**src/verilog/asrp_pkg.sv**
```systemverilog
// Purpose: Shared constants for the converter serial register port.
// Assumes: The system clock samples the slow serial link clock.
// Notes:   Register selection follows a three-bit field of the control word.
package asrp_pkg;
    // Field positions inside the communications (control) word.
    localparam int unsigned CW_READY_BIT = 7;   // Data-ready status bit when read back.
    localparam int unsigned CW_RS_HI     = 6;   // Register select, high bit.
    localparam int unsigned CW_RS_LO     = 4;   // Register select, low bit.
    localparam int unsigned CW_RW_BIT    = 3;   // One selects a read transfer.
    localparam int unsigned CW_ZERO_BIT  = 7;   // Must be zero on a write.
    // Register select codes.
    localparam logic [2:0] RS_COMM   = 3'h0;    // Communications register.
    localparam logic [2:0] RS_SETUP  = 3'h1;    // Setup register.
    localparam logic [2:0] RS_CLOCK  = 3'h2;    // Clock register.
    localparam logic [2:0] RS_DATA   = 3'h3;    // Output data register, 16 bits.
    localparam logic [2:0] RS_TEST   = 3'h4;    // Test register.
    localparam logic [2:0] RS_OFFSET = 3'h6;    // Offset register, 24 bits.
    localparam logic [2:0] RS_GAIN   = 3'h7;    // Gain register, 24 bits.
    // Transfer lengths in serial clocks.
    localparam logic [4:0] LEN_BYTE  = 5'h08;
    localparam logic [4:0] LEN_DATA  = 5'h10;
    localparam logic [4:0] LEN_WIDE  = 5'h18;
    // Run of ones that resets the interface.
    localparam logic [5:0] ONES_RESET = 6'h20;
    // Reset values.
    localparam logic [7:0]  SETUP_RESET  = 8'h01;
    localparam logic [7:0]  CLOCK_RESET  = 8'h05;
    localparam logic [7:0]  TEST_RESET   = 8'h00;
    localparam logic [23:0] OFFSET_RESET = 24'h800000;
    localparam logic [23:0] GAIN_RESET   = 24'h5761ab;
    // Conversion FIFO shape.
    localparam int unsigned FIFO_WIDTH = 16;
    localparam int unsigned FIFO_DEPTH = 8;
    // Bench link clock and system clock, for reference counts.
    localparam int unsigned SYS_PERIOD_PS  = 4000;
    localparam int unsigned LINK_PERIOD_PS = 160000;
    // Cycles data-ready stays high before an update of the output register.
    localparam int unsigned UPD_GAP_NS  = 40;
    localparam logic [3:0]  UPD_GAP_CYC = 4'((UPD_GAP_NS * 1000 + SYS_PERIOD_PS - 1) / SYS_PERIOD_PS);
    // Port state machine, one-hot.
    typedef enum logic [2:0] {
        ST_CMD   = 3'b001,   // Awaiting a control word.
        ST_WRITE = 3'b010,   // Shifting in a register write.
        ST_READ  = 3'b100    // Shifting out a register read.
    } asrp_state_t;
endpackage

```
**src/verilog/asrp_sync.sv**
```systemverilog
// Purpose: Two flip-flop synchroniser for one pin input.
// Assumes: The input is asynchronous to clk_sys.
// Notes:   The first stage is read by the second stage only.
`timescale 1ns/1ps
module asrp_sync #(
    parameter logic RESET_VAL = 1'b0
) (
    input  wire logic clk_sys,
    input  wire logic rst_b,
    input  wire logic pin,
    output logic      level
);
    logic meta;   // First stage, possibly metastable.

    // Two-stage capture of the pin.
    always_ff @(posedge clk_sys) begin
        if (!rst_b) begin
            meta  <= RESET_VAL;
            level <= RESET_VAL;
        end else begin
            meta  <= pin;
            level <= meta;
        end
    end
endmodule

```
**src/verilog/asrp_fifo.sv**
```systemverilog
// Purpose: Small synchronous FIFO for conversion words.
// Assumes: One clock; push and pop may coincide.
// Notes:   Full and empty are exact; ready drops when full.
`timescale 1ns/1ps
module asrp_fifo #(
    parameter int unsigned WIDTH = 16,
    parameter int unsigned DEPTH = 8
) (
    input  wire logic             clk_sys,
    input  wire logic             rst_b,
    input  wire logic             in_valid,
    output logic                  in_ready,
    input  wire logic [WIDTH-1:0] in_data,
    output logic                  out_valid,
    input  wire logic             out_ready,
    output logic      [WIDTH-1:0] out_data
);
    localparam int unsigned AW = $clog2(DEPTH);
    logic [WIDTH-1:0] mem [DEPTH];    // Word storage.
    logic [AW-1:0]    wr_ptr;         // Next slot to fill.
    logic [AW-1:0]    rd_ptr;         // Oldest word.
    logic [AW:0]      count;          // Words held.
    wire              push = in_valid && in_ready;
    wire              pop  = out_valid && out_ready;

    assign in_ready  = (count != (AW+1)'(DEPTH));
    assign out_valid = (count != '0);
    assign out_data  = mem[rd_ptr];

    // Storage write; no reset needed for the array.
    always_ff @(posedge clk_sys) begin
        if (push) begin
            mem[wr_ptr] <= in_data;
        end
    end

    // Pointers and fill level.
    always_ff @(posedge clk_sys) begin
        if (!rst_b) begin
            wr_ptr <= '0;
            rd_ptr <= '0;
            count  <= '0;
        end else begin
            if (push) begin
                wr_ptr <= (wr_ptr == AW'(DEPTH-1)) ? '0 : wr_ptr + 1'b1;
            end
            if (pop) begin
                rd_ptr <= (rd_ptr == AW'(DEPTH-1)) ? '0 : rd_ptr + 1'b1;
            end
            count <= count + (AW+1)'(push) - (AW+1)'(pop);
        end
    end
endmodule

```
**src/verilog/asrp_port.sv**
```systemverilog
// Purpose: Serial register port of a multi-channel sigma-delta converter.
// Assumes: Host drives serial clock and chip select; clk_sys oversamples them.
// Notes:   Conversion words arrive on a stream input and pass an 8-word FIFO.
//
// Contract
// - Reset leaves port awaiting a control word.
// - Control word picks direction and target register.
// - Data in on input, out on output, clocked.
// - Data-ready low when fresh word is loaded.
// - Data-ready high after data register read completes.
// - Data-ready rises before output register update.
// - Chip select gates all serial participation.
// - Same word may be read again.
// - Three-wire: data-ready is control word MSB.
// - Chip select fall presents output MSB.
// - Free-running serial clock is tolerated.
// - Device reset returns interface to idle.
// - Thirty-two ones in a row reset interface.
// - Ones reset keeps all register contents.
// - Works with input and output tied together.
// - Half duplex: writes silent, reads ignore input.
// - Words travel most significant bit first.
// - Control word followed at once by selected transfer.
// - Data 16, offset/gain 24, others 8 clocks.
`timescale 1ns/1ps
module asrp_port (
    input  wire logic        clk_sys,       // System clock, 250 MHz.
    input  wire logic        rst_b,         // Synchronous reset, active low.
    input  wire logic        sclk,          // Host serial clock pin.
    input  wire logic        cs_n,          // Chip select pin, active low.
    input  wire logic        sdi,           // Serial data in pin.
    output logic             sdo,           // Serial data out value.
    output logic             sdo_oe,        // Serial out enable, high while driving.
    output logic             data_ready_n,  // Data-ready output, active low.
    input  wire logic        conv_valid,    // New conversion word offered.
    output logic             conv_ready,    // FIFO can take a word.
    input  wire logic [15:0] conv_data,     // Conversion word.
    output logic [7:0]       setup_reg,     // Setup register contents.
    output logic [7:0]       clock_reg,     // Clock register contents.
    output logic [7:0]       test_reg,      // Test register contents.
    output logic [23:0]      offset_reg,    // Offset register contents.
    output logic [23:0]      gain_reg       // Gain register contents.
);
    // Synchronised pins.
    logic sclk_s;                  // Serial clock, synchronised.
    logic cs_n_s;                  // Chip select, synchronised.
    logic sdi_s;                   // Serial input, synchronised.
    logic sclk_d;                  // Serial clock, one cycle late.
    logic cs_n_d;                  // Chip select, one cycle late.

    // Port state.
    asrp_pkg::asrp_state_t state;  // Current transfer phase.
    logic [2:0]  sel;              // Register chosen by the last control word.
    logic [4:0]  bit_cnt;          // Bits done in this transfer.
    logic [23:0] shreg;            // Shift register for both directions.
    logic [5:0]  ones_cnt;         // Consecutive ones seen on the input.
    logic [7:0]  comm_low;         // Stored low bits of the control word.
    logic [15:0] out_word;         // Output data register.
    logic        data_read_done;   // Pulse: a data register read finished.

    // Update sequencing from the FIFO.
    logic [3:0]  gap_cnt;          // Cycles data-ready has been held high before update.
    logic        updating;         // An update is in progress.

    // Each pin passes two flip-flops before any logic reads it.
    asrp_sync #(.RESET_VAL(1'b1)) u_sync_sclk (
        .clk_sys (clk_sys),
        .rst_b   (rst_b),
        .pin     (sclk),
        .level   (sclk_s)
    );
    asrp_sync #(.RESET_VAL(1'b1)) u_sync_cs (
        .clk_sys (clk_sys),
        .rst_b   (rst_b),
        .pin     (cs_n),
        .level   (cs_n_s)
    );
    asrp_sync #(.RESET_VAL(1'b0)) u_sync_sdi (
        .clk_sys (clk_sys),
        .rst_b   (rst_b),
        .pin     (sdi),
        .level   (sdi_s)
    );

    // FIFO between the conversion stream and the output data register.
    logic        fifo_valid;       // A buffered word waits.
    logic [15:0] fifo_data;        // Oldest buffered word.
    wire         fifo_pop;         // Take the word into the output register.
    asrp_fifo #(
        .WIDTH (asrp_pkg::FIFO_WIDTH),
        .DEPTH (asrp_pkg::FIFO_DEPTH)
    ) u_fifo (
        .clk_sys   (clk_sys),
        .rst_b     (rst_b),
        .in_valid  (conv_valid),
        .in_ready  (conv_ready),
        .in_data   (conv_data),
        .out_valid (fifo_valid),
        .out_ready (fifo_pop),
        .out_data  (fifo_data)
    );

    // Edge detection on the synchronised pins.
    wire selected  = !cs_n_s;
    wire rise      = sclk_s && !sclk_d && selected;
    wire fall      = !sclk_s && sclk_d && selected;
    wire cs_fall   = !cs_n_s && cs_n_d;
    wire cs_rise   = cs_n_s && !cs_n_d;

    // Transfer length for the selected register.
    wire [4:0] sel_len = (sel == asrp_pkg::RS_DATA) ? asrp_pkg::LEN_DATA :
                         (sel == asrp_pkg::RS_OFFSET || sel == asrp_pkg::RS_GAIN) ? asrp_pkg::LEN_WIDE :
                         asrp_pkg::LEN_BYTE;
    wire [4:0] cur_len = (state == asrp_pkg::ST_CMD) ? asrp_pkg::LEN_BYTE : sel_len;
    wire       last    = rise && (bit_cnt == cur_len - 5'h01);
    wire [23:0] shin   = {shreg[22:0], sdi_s};

    // Control word value as read back, with live data-ready in the MSB.
    wire [7:0] comm_rd = {data_ready_n, comm_low[6:0]};

    // Read image of the selected register, MSB aligned to bit 23.
    wire [23:0] rd_img = (sel == asrp_pkg::RS_COMM)   ? {comm_rd, 16'h0000} :
                         (sel == asrp_pkg::RS_SETUP)  ? {setup_reg, 16'h0000} :
                         (sel == asrp_pkg::RS_CLOCK)  ? {clock_reg, 16'h0000} :
                         (sel == asrp_pkg::RS_DATA)   ? {out_word, 8'h00} :
                         (sel == asrp_pkg::RS_TEST)   ? {test_reg, 16'h0000} :
                         (sel == asrp_pkg::RS_OFFSET) ? offset_reg :
                         (sel == asrp_pkg::RS_GAIN)   ? gain_reg : 24'h000000;

    // Decoded control word at the end of a command transfer.
    wire [7:0] cw       = shin[7:0];
    wire       cw_read  = cw[asrp_pkg::CW_RW_BIT];
    wire [2:0] cw_sel   = cw[asrp_pkg::CW_RS_HI:asrp_pkg::CW_RS_LO];
    wire       ones_hit = rise && sdi_s && (ones_cnt == asrp_pkg::ONES_RESET - 6'h01);

    assign data_read_done = last && (state == asrp_pkg::ST_READ) && (sel == asrp_pkg::RS_DATA);
    assign fifo_pop       = updating && (gap_cnt == asrp_pkg::UPD_GAP_CYC) &&
                            !(state == asrp_pkg::ST_READ && sel == asrp_pkg::RS_DATA);

    // Pin history for edge finding.
    always_ff @(posedge clk_sys) begin
        if (!rst_b) begin
            sclk_d <= 1'b1;
            cs_n_d <= 1'b1;
        end else begin
            sclk_d <= sclk_s;
            cs_n_d <= cs_n_s;
        end
    end

    // Run-of-ones counter; any zero or deselect restarts it.
    always_ff @(posedge clk_sys) begin
        if (!rst_b || cs_n_s) begin
            ones_cnt <= 6'h00;
        end else if (rise) begin
            ones_cnt <= (sdi_s && !ones_hit) ? ones_cnt + 6'h01 : 6'h00;
        end
    end

    // Transfer state machine; a free-running clock just keeps shifting.
    always_ff @(posedge clk_sys) begin
        if (!rst_b) begin
            state   <= asrp_pkg::ST_CMD;
            sel     <= asrp_pkg::RS_COMM;
            bit_cnt <= 5'h00;
        end else if (ones_hit) begin
            state   <= asrp_pkg::ST_CMD;
            bit_cnt <= 5'h00;
        end else if (cs_rise) begin
            bit_cnt <= 5'h00;
        end else if (last) begin
            bit_cnt <= 5'h00;
            unique case (state)
                asrp_pkg::ST_CMD: begin
                    // Zero MSB marks a genuine control word; otherwise stay put.
                    if (!cw[asrp_pkg::CW_ZERO_BIT]) begin
                        sel   <= cw_sel;
                        state <= cw_read ? asrp_pkg::ST_READ : asrp_pkg::ST_WRITE;
                    end
                end
                asrp_pkg::ST_WRITE: begin
                    state <= asrp_pkg::ST_CMD;
                end
                asrp_pkg::ST_READ: begin
                    state <= asrp_pkg::ST_CMD;
                end
            endcase
        end else if (rise) begin
            bit_cnt <= bit_cnt + 5'h01;
        end
    end

    // Shift register: loads the read image, shifts out on falling edges.
    always_ff @(posedge clk_sys) begin
        if (!rst_b) begin
            shreg <= 24'h000000;
        end else if (last && state == asrp_pkg::ST_CMD && cw_read && !cw[asrp_pkg::CW_ZERO_BIT]) begin
            shreg <= 24'h000000;                              // Reloaded below once sel settles.
        end else if ((state == asrp_pkg::ST_READ) && (bit_cnt == 5'h00 || cs_fall) && !fall) begin
            shreg <= rd_img;
        end else if (state == asrp_pkg::ST_READ && fall) begin
            shreg <= {shreg[22:0], 1'b0};
        end else if (state != asrp_pkg::ST_READ && rise) begin
            shreg <= shin;
        end
    end

    // Serial output: driven only while selected in a read transfer.
    always_ff @(posedge clk_sys) begin
        if (!rst_b) begin
            sdo    <= 1'b1;
            sdo_oe <= 1'b0;
        end else begin
            sdo_oe <= selected && (state == asrp_pkg::ST_READ);
            sdo    <= shreg[23];
        end
    end

    // Register writes at the end of a write transfer; the ones reset bypasses this.
    always_ff @(posedge clk_sys) begin
        if (!rst_b) begin
            comm_low   <= 8'h00;
            setup_reg  <= asrp_pkg::SETUP_RESET;
            clock_reg  <= asrp_pkg::CLOCK_RESET;
            test_reg   <= asrp_pkg::TEST_RESET;
            offset_reg <= asrp_pkg::OFFSET_RESET;
            gain_reg   <= asrp_pkg::GAIN_RESET;
        end else if (last && !ones_hit) begin
            if (state == asrp_pkg::ST_CMD && !cw[asrp_pkg::CW_ZERO_BIT]) begin
                comm_low <= cw;
            end else if (state == asrp_pkg::ST_WRITE) begin
                unique case (sel)
                    asrp_pkg::RS_SETUP:  setup_reg  <= shin[7:0];
                    asrp_pkg::RS_CLOCK:  clock_reg  <= shin[7:0];
                    asrp_pkg::RS_TEST:   test_reg   <= shin[7:0];
                    asrp_pkg::RS_OFFSET: offset_reg <= shin;
                    asrp_pkg::RS_GAIN:   gain_reg   <= shin;
                    default:             comm_low   <= comm_low;   // Read-only targets ignore data.
                endcase
            end
        end
    end

    // Output update: raise data-ready, hold it, then load the new word.
    always_ff @(posedge clk_sys) begin
        if (!rst_b) begin
            updating     <= 1'b0;
            gap_cnt      <= 4'h0;
            out_word     <= 16'h0000;
            data_ready_n <= 1'b1;
        end else if (fifo_pop) begin
            updating     <= 1'b0;
            gap_cnt      <= 4'h0;
            out_word     <= fifo_data;
            data_ready_n <= 1'b0;
        end else if (updating) begin
            data_ready_n <= 1'b1;
            if (gap_cnt != asrp_pkg::UPD_GAP_CYC) begin
                gap_cnt <= gap_cnt + 4'h1;
            end
        end else if (fifo_valid) begin
            updating     <= 1'b1;
            data_ready_n <= 1'b1;
        end else if (data_read_done) begin
            data_ready_n <= 1'b1;
        end
    end
endmodule

```
**config.mk**
```make
export PLATFORM = sky130hd
export DESIGN_NAME = asrp_port
export DESIGN_NICKNAME = d
export VERILOG_FILES = /design/src/verilog/asrp_pkg.sv /design/src/verilog/asrp_sync.sv /design/src/verilog/asrp_fifo.sv /design/src/verilog/asrp_port.sv
export SDC_FILE = /design/constraint.sdc
export NUM_CORES = 1
export LEC_CHECK = 0
export BUFFER_PORTS_ARGS = -buffer_cell sky130_fd_sc_hd__buf_2
export CAP_MARGIN = 20
export CORE_MARGIN = 2
export CORE_UTILIZATION = 55
export DETAILED_ROUTE_END_ITERATION = 10
export PLACE_DENSITY_LB_ADDON = 0.2
export SLEW_MARGIN = 20
export SYNTH_ARGS = -nofsm -noshare
export SYNTH_HDL_FRONTEND = slang
export SYNTH_HIERARCHICAL = 1
export SYNTH_SLANG_ARGS = --single-unit
```
**constraint.sdc**
```tcl
create_clock -name clk_sys -period 7.1 [get_ports clk_sys]
set_input_delay 0 -clock clk_sys [delete_from_list [all_inputs] [get_ports clk_sys]]
set_output_delay 0 -clock clk_sys [all_outputs]
set_load 0.01 [all_outputs]
```
==> results of run 1 <==
## power breakdown
part	total [mW]	switching [mW]	internal, mW
Sequential	1.85	0.0293	1.82
Clock	1.56	0.636	0.926
Combinational	0.204	0.111	0.0928
## worst max-delay path, cell delays in order, from the launching register on
cell	delay (ps)
dfxtp_2	310
buf_4	450
and2_1	420
nor3b_1	370
or4b_1	600
inv_4	200
and2_1	260
ha_1	290
inv_1	40
ha_1	200
fa_1	380
xor2_1	150
and2_1	140
## through the flow
stage,hold slack (ps),cells
2_1_floorplan,73.04,1000
3_3_place_gp,180.7,1326
3_5_place_dp,184.1,1326
4_1_cts,147.2,1400
5_1_grt,183.8,1401
6_report,173.7,1401
## path summary, 6_finish.rpt
path / startpoint / end / slack, ps
max: sel[0]$_SDFFE_PN0P_ / u_fifo/count[2]$_SDFF_PN0_ / 3170
max reg2reg: sel[0]$_SDFFE_PN0P_ / u_fifo/count[2]$_SDFF_PN0_ / 3170
min reg2reg: u_sync_sclk/meta$_SDFF_PN1_ / u_sync_sclk/level$_SDFF_PN1_ / 410
min: sclk / u_sync_sclk/meta$_SDFF_PN1_ / 170
## what timing repair did
item,CTS,global route
endpoints found under the setup margin,0,0
resized for setup,0,0
hold buffers,21,0
endpoints found under the hold margin,161,0
## cells in the mapped netlist, drive strengths merged, types with 3 or more instances
cell type and number:
nand3 25, mux2i 90, mux2 26, o2111ai 5, a21oi 20, o21a 4, a22oi 4, xnor2 3
mux4 38, a221oi 8, a21boi 29, inv 11, nand4 5, or2 7, a211oi 10, nor3b 5
clkbuf 34, nor2 39, or3b 6, o22ai 9, nand2b 13, buf 34, o21ai 25, a22o 8
dfxtp 165, nor3 40, ha 15, edfxtp 128, and2 9, xor2 5, or3 4, nand2 89
o211ai 8, nor2b 57
## routing by layer
layer / track usage, % / part of all wire [%] / wire (µm) / vias up
met3: 3.175 / 4.5 / 1239 / 47
met4: 6.160 / 2.5 / 675 / 0
met1: 31.04 / 45 / 12290 / 3927
li1: - / - / - / 3893
met2: 37.99 / 48 / 13300 / 198
met5: 0 / 0 / 0 / -
## logic make-up (layout without fill, tap and decap cells)
group	Yosys count	after routing	share of synthesized area, %
flops	293	293	56.69
buf+inv	79	195	3.186
fa+ha+maj	16	16	1.647
compound gates	138	138	8.069
simple gates	312	312	12.76
xor+xnor	8	8	0.5558
mux	154	154	17.09
## layout make-up
| type | count | area (µm²) |
|---|---|---|
| Clock buffer | 41 | 833.3 |
| Clock inverter | 12 | 143.9 |
| Fill cell | 1761 | 8104 |
| Inverter | 11 | 43.79 |
| Multi-Input combinational cell | 628 | 5126 |
| Sequential cell | 293 | 7148 |
| Tap cell | 285 | 356.6 |
| Timing Repair Buffer | 131 | 815.8 |
==> impl_metrics.yaml, run 1 <==
sta:
  fin_skew_ps: 12.60
  setup_viol: 0
  finalHoldViolations: 0
  slew_viol_final: 0
  worstMarginPinSlew_ps: 1134
  fmax_ghz: 0.2542
  max_slew_margin_pct: 24.30
  setup_tns_ps: 0
  fin_crit_sh_pct: 55.40
  layout_setup_ws_ps: 3167
  rsz0062_at_grt: "no"
  period_needed_ps: 3933
routing:
  drt-total-wl_mm: 27.51
  drtPass1Iterations: 5
  wl_per_cell_um: 19.63
  drc_errors: 0
  vias: 8065
  drtIter0Drc: 530
  drtAntennaViolNets: 0
  vias_per_cell: 5.757
cts:
  clockBufferDepth: 3
  htree_levels: 1
  clkLatencyLatePin_ps: 550
  cts_sinks: 293
  cts_setup_buffers: 0
  numCtsBuffers: 30
  clk_pin_slew_ps: 60
  cts_tree: "built"
  root_buffer: "clkbuf_16"
worst_setup_path:
  crit_required_ps: 7540
  worst-setup-path-type: "reg2reg"
  end_kind: "register"
  rr_worst_depth: 12
  crit_arrival_ps: 4370
  cp-start-kind: "register"
  path_max_fanout: 41
grt:
  grt_max_degree: 104
  grt_overflow_total: 0
  track_usage_pct: 22.60
  grt_pass1_wl_mm: 43.28
  antenna_found_initial: 0
  grt_pass1_vias: 7809
logic_synthesis:
  synth-seq-area-share_pct: 56.69
  synth_top_area_share_pct: 30.49
  synth-seq-cells: 293
  syn_avg_cell_area_um2: 12.61
  synthCells: 1000
  ys_top_cells_by_area: "edfxtp_1 30%, dfxtp_1 26%, mux2i_1 7.1%"
  synth_top_area_cell: "edfxtp_1"
  async_reset_ff_share_pct: 0
  synth_cell_type_count: 64
  synth_fp_nets: 1038
  yosys_warnings: 6
  netlist_area_um2: 12610
  synth-main-ff-cell: "dfxtp_1"
  synth_edf_count: 128
power:
  leakage_nw: 5.374
  peakVddDrop_uv: 218.3
  p_per_area_nw_per_um2: 249.6
  finalPower_mw: 3.612
finish:
  layout_common_cells: "164 x dfxtp_1, 128 x edfxtp_1, 96 x buf_2"
  syn_to_final_growth_pct: 14.76
  final_nets: 1133
  drive_gt1_share_pct: 19.00
  largest_reg_flops: 128
  final_common_cell: "dfxtp_1"
  n_antenna_cell: 0
  final_area_um2: 14470
  finish.utilization_pct: 64.10
  regMostFlops: "u_fifo/mem"
min_path:
  hold_depth: 3
  hold_path.class: "in2reg"
placed_design:
  gp_congestion: 0.8011
  post-place-ws_ps: 3117
  io_buffers: 97
  dp_hpwl_mm: 17.32
  place_area_um2: 13250
floorplanning:
  start_util_pct: 55.85
  ioPinCount: 98
  die_y_um: 155.4
  rows: 55
  dieArea_um2: 24150
  coreArea_um2: 22570
  die_w_um: 155.4
run:
  maxCapViolCount: 0
run_status:
  outcome: "finished clean"
No activity file was read; power rests on OpenSTA's default activity.
==> run 2, diff against run 1 <==
CORE_UTILIZATION = 54   (was 55)
clock period = 3.2 ns   (was 7.1 ns; I/O delays follow)
==> run 2 against run 1 <==
Sequential power is 120% higher. Core utilization is 0.056 points higher. Sequential share of layout area is 0.49 points lower. Hold slack better by 46 ps. Combinational power is 120% higher. Wire length is 2.2% higher. Clock-buffer cell count is 1 higher. Worst setup slack worse by 2800 ps. Largest power group unchanged. Register-to-register slack worse by 2800 ps. Non-clock buffer count is 20 higher.
==> impl_metrics.yaml, run 2 (synthesis gave the netlist of run 1 again) <==
worst_setup_path:
  crit_arrival_ps: 3310
  crit_chain: "or3b_1 > nor3b_1 > or4b_1 > inv_4 > and2_1 > ha_1 > inv_1 > ha_1 > fa_1 > xor2_1 > and2_1"
  cp.depth: 11
  end_kind: "register"
  path_delay_family: "simple AND/OR/NAND/NOR gates"
  crit_slowest_cell: "dfxtp_1"
  rr_worst_depth: 11
  path_max_fanout: 9
  slowest_delay_ps: 470
  reg2reg_from: "state[2]$_SDFFE_PP0P_"
  worst-setup-path-type: "reg2reg"
  cp-start-kind: "register"
  crit_required_ps: 3640
  cp.buffers_inverters: 2
  ff2ff_setup_slack_ps: 330
  rr_endpoint: "u_fifo/count[2]$_SDFF_PN0_"
min_path:
  hold_path.class: "in2reg"
  hold_start: "sdi"
  whs_endpoint: "u_sync_sdi/meta$_SDFF_PN0_"
  hold_depth: 3
floorplanning:
  coreArea_um2: 22780
  ioPinCount: 98
  die_w_um: 156.8
  start_util_pct: 55.35
  rows: 55
  dieArea_um2: 24580
  die_y_um: 156.8
grt:
  track_usage_pct: 22.91
  antenna_found_initial: 0
  grt_overflow_total: 0
  grt_max_degree: 72
  grt_pass1_vias: 7835
  grt_pass1_wl_mm: 43.75
sta:
  setup_tns_ps: 0
  setup_viol: 0
  finalHoldViolations: 0
  fmax_ghz: 0.3488
  fin_crit_sh_pct: 89.59
  max_slew_margin_pct: 31.55
  rsz0062_at_grt: "no"
  fin_skew_ps: 7.847
  slew_viol_final: 0
  worstMarginPinSlew_ps: 1019
  period_needed_ps: 2867
placed_design:
  place_area_um2: 13410
  io_buffers: 97
  dp_hpwl_mm: 17.82
  gp_congestion: 0.7873
finish:
  syn_to_final_growth_pct: 15.91
  final_common_cell: "dfxtp_1"
  layout_common_cells: "164 x dfxtp_1, 128 x edfxtp_1, 96 x buf_2"
  n_antenna_cell: 0
  largest_reg_flops: 128
  final_nets: 1153
  drive_gt1_share_pct: 19.79
  final_area_um2: 14610
  fillers: 1744
  regMostFlops: "u_fifo/mem"
run:
  maxCapViolCount: 0
cts:
  cts_sinks: 293
  cts_tree: "built"
  root_buffer: "clkbuf_16"
  htree_levels: 1
  clkLatencyLatePin_ps: 550
  clockBufferDepth: 3
  numCtsBuffers: 30
  clk_pin_slew_ps: 60
power:
  p_per_area_nw_per_um2: 542.8
  leakage_nw: 5.480
  peakVddDrop_uv: 444.4
routing:
  drtAntennaViolNets: 0
  drc_errors: 0
  vias: 8139
  wl_per_cell_um: 19.40
  drtPass1Iterations: 7
  drtIter0Drc: 539
  drt-total-wl_mm: 28.12
  vias_per_cell: 5.613
run_status:
  outcome: "finished clean"
## run 2: area by class of cell
cell class	instances	area (µm²)	area share, %
Sequential cell	293	7148	48.92
Timing Repair Buffer	151	978.4	6.696
Tap cell	313	391.6	2.680
Inverter	11	43.79	0.2997
Multi-Input combinational cell	628	5091	34.84
Clock buffer	42	845.8	5.788
Clock inverter	12	113.9	0.7792
## run 2: per-stage QoR
step	utilization (%)	cells	worst slack, ps	hold slack, ps	total power, mW
finish	64.15	1450	333.1	219.8	7.932
global route	64.15	1450	208.8	220.2	8.197
CTS	64.15	1450	339.5	183.6	7.996
detailed placement	58.88	1372	351.1	184.9	4.604
global placement	58.88	1372	377.6	181.8	4.591
floorplan	-	1000	31.86	73.04	4.448
## run 2: power breakdown
| part | internal (mW) | switching (mW) | total (mW) |
|---|---|---|---|
| logic | 0.214 | 0.241 | 0.455 |
| clock network | 1.99 | 1.40 | 3.39 |
| registers | 4.03 | 0.0580 | 4.09 |
## run 2: worst max-delay path by stage
stage          slack [ps]                    endpoint                   from
2_1_floorplan          30  u_fifo/count[2]$_SDFF_PN0_  state[2]$_SDFFE_PP0P_
3_3_place_gp          380  u_fifo/count[2]$_SDFF_PN0_  state[2]$_SDFFE_PP0P_
3_5_place_dp          350  u_fifo/count[2]$_SDFF_PN0_  state[2]$_SDFFE_PP0P_
4_1_cts               340  u_fifo/count[2]$_SDFF_PN0_  state[2]$_SDFFE_PP0P_
5_1_grt               210  u_fifo/count[2]$_SDFF_PN0_  state[2]$_SDFFE_PP0P_
6_report              330  u_fifo/count[2]$_SDFF_PN0_  state[2]$_SDFFE_PP0P_
## run 2: tightest hold or removal path: stages
cell           delay, ps
dlygate4sd3_1        530
buf_2                100
and2_1               100
## run 2: what timing repair did
action,4_1_cts,5_1_grt
hold buffers,24,0
endpoints found under the hold margin,139,0
setup buffers,0,0
resized for setup,0,0
## run 2: metal layers
metal / share of wire (%) / routed length (µm) / global-route usage, % / vias to the layer above
li1: - / - / - / 3940
met1: 44 / 12460 / 30.87 / 3972
met2: 49 / 13810 / 39.39 / 198
met3: 4.7 / 1331 / 3.185 / 29
met4: 1.9 / 527 / 5.417 / 0
met5: 0 / 0 / 0 / -
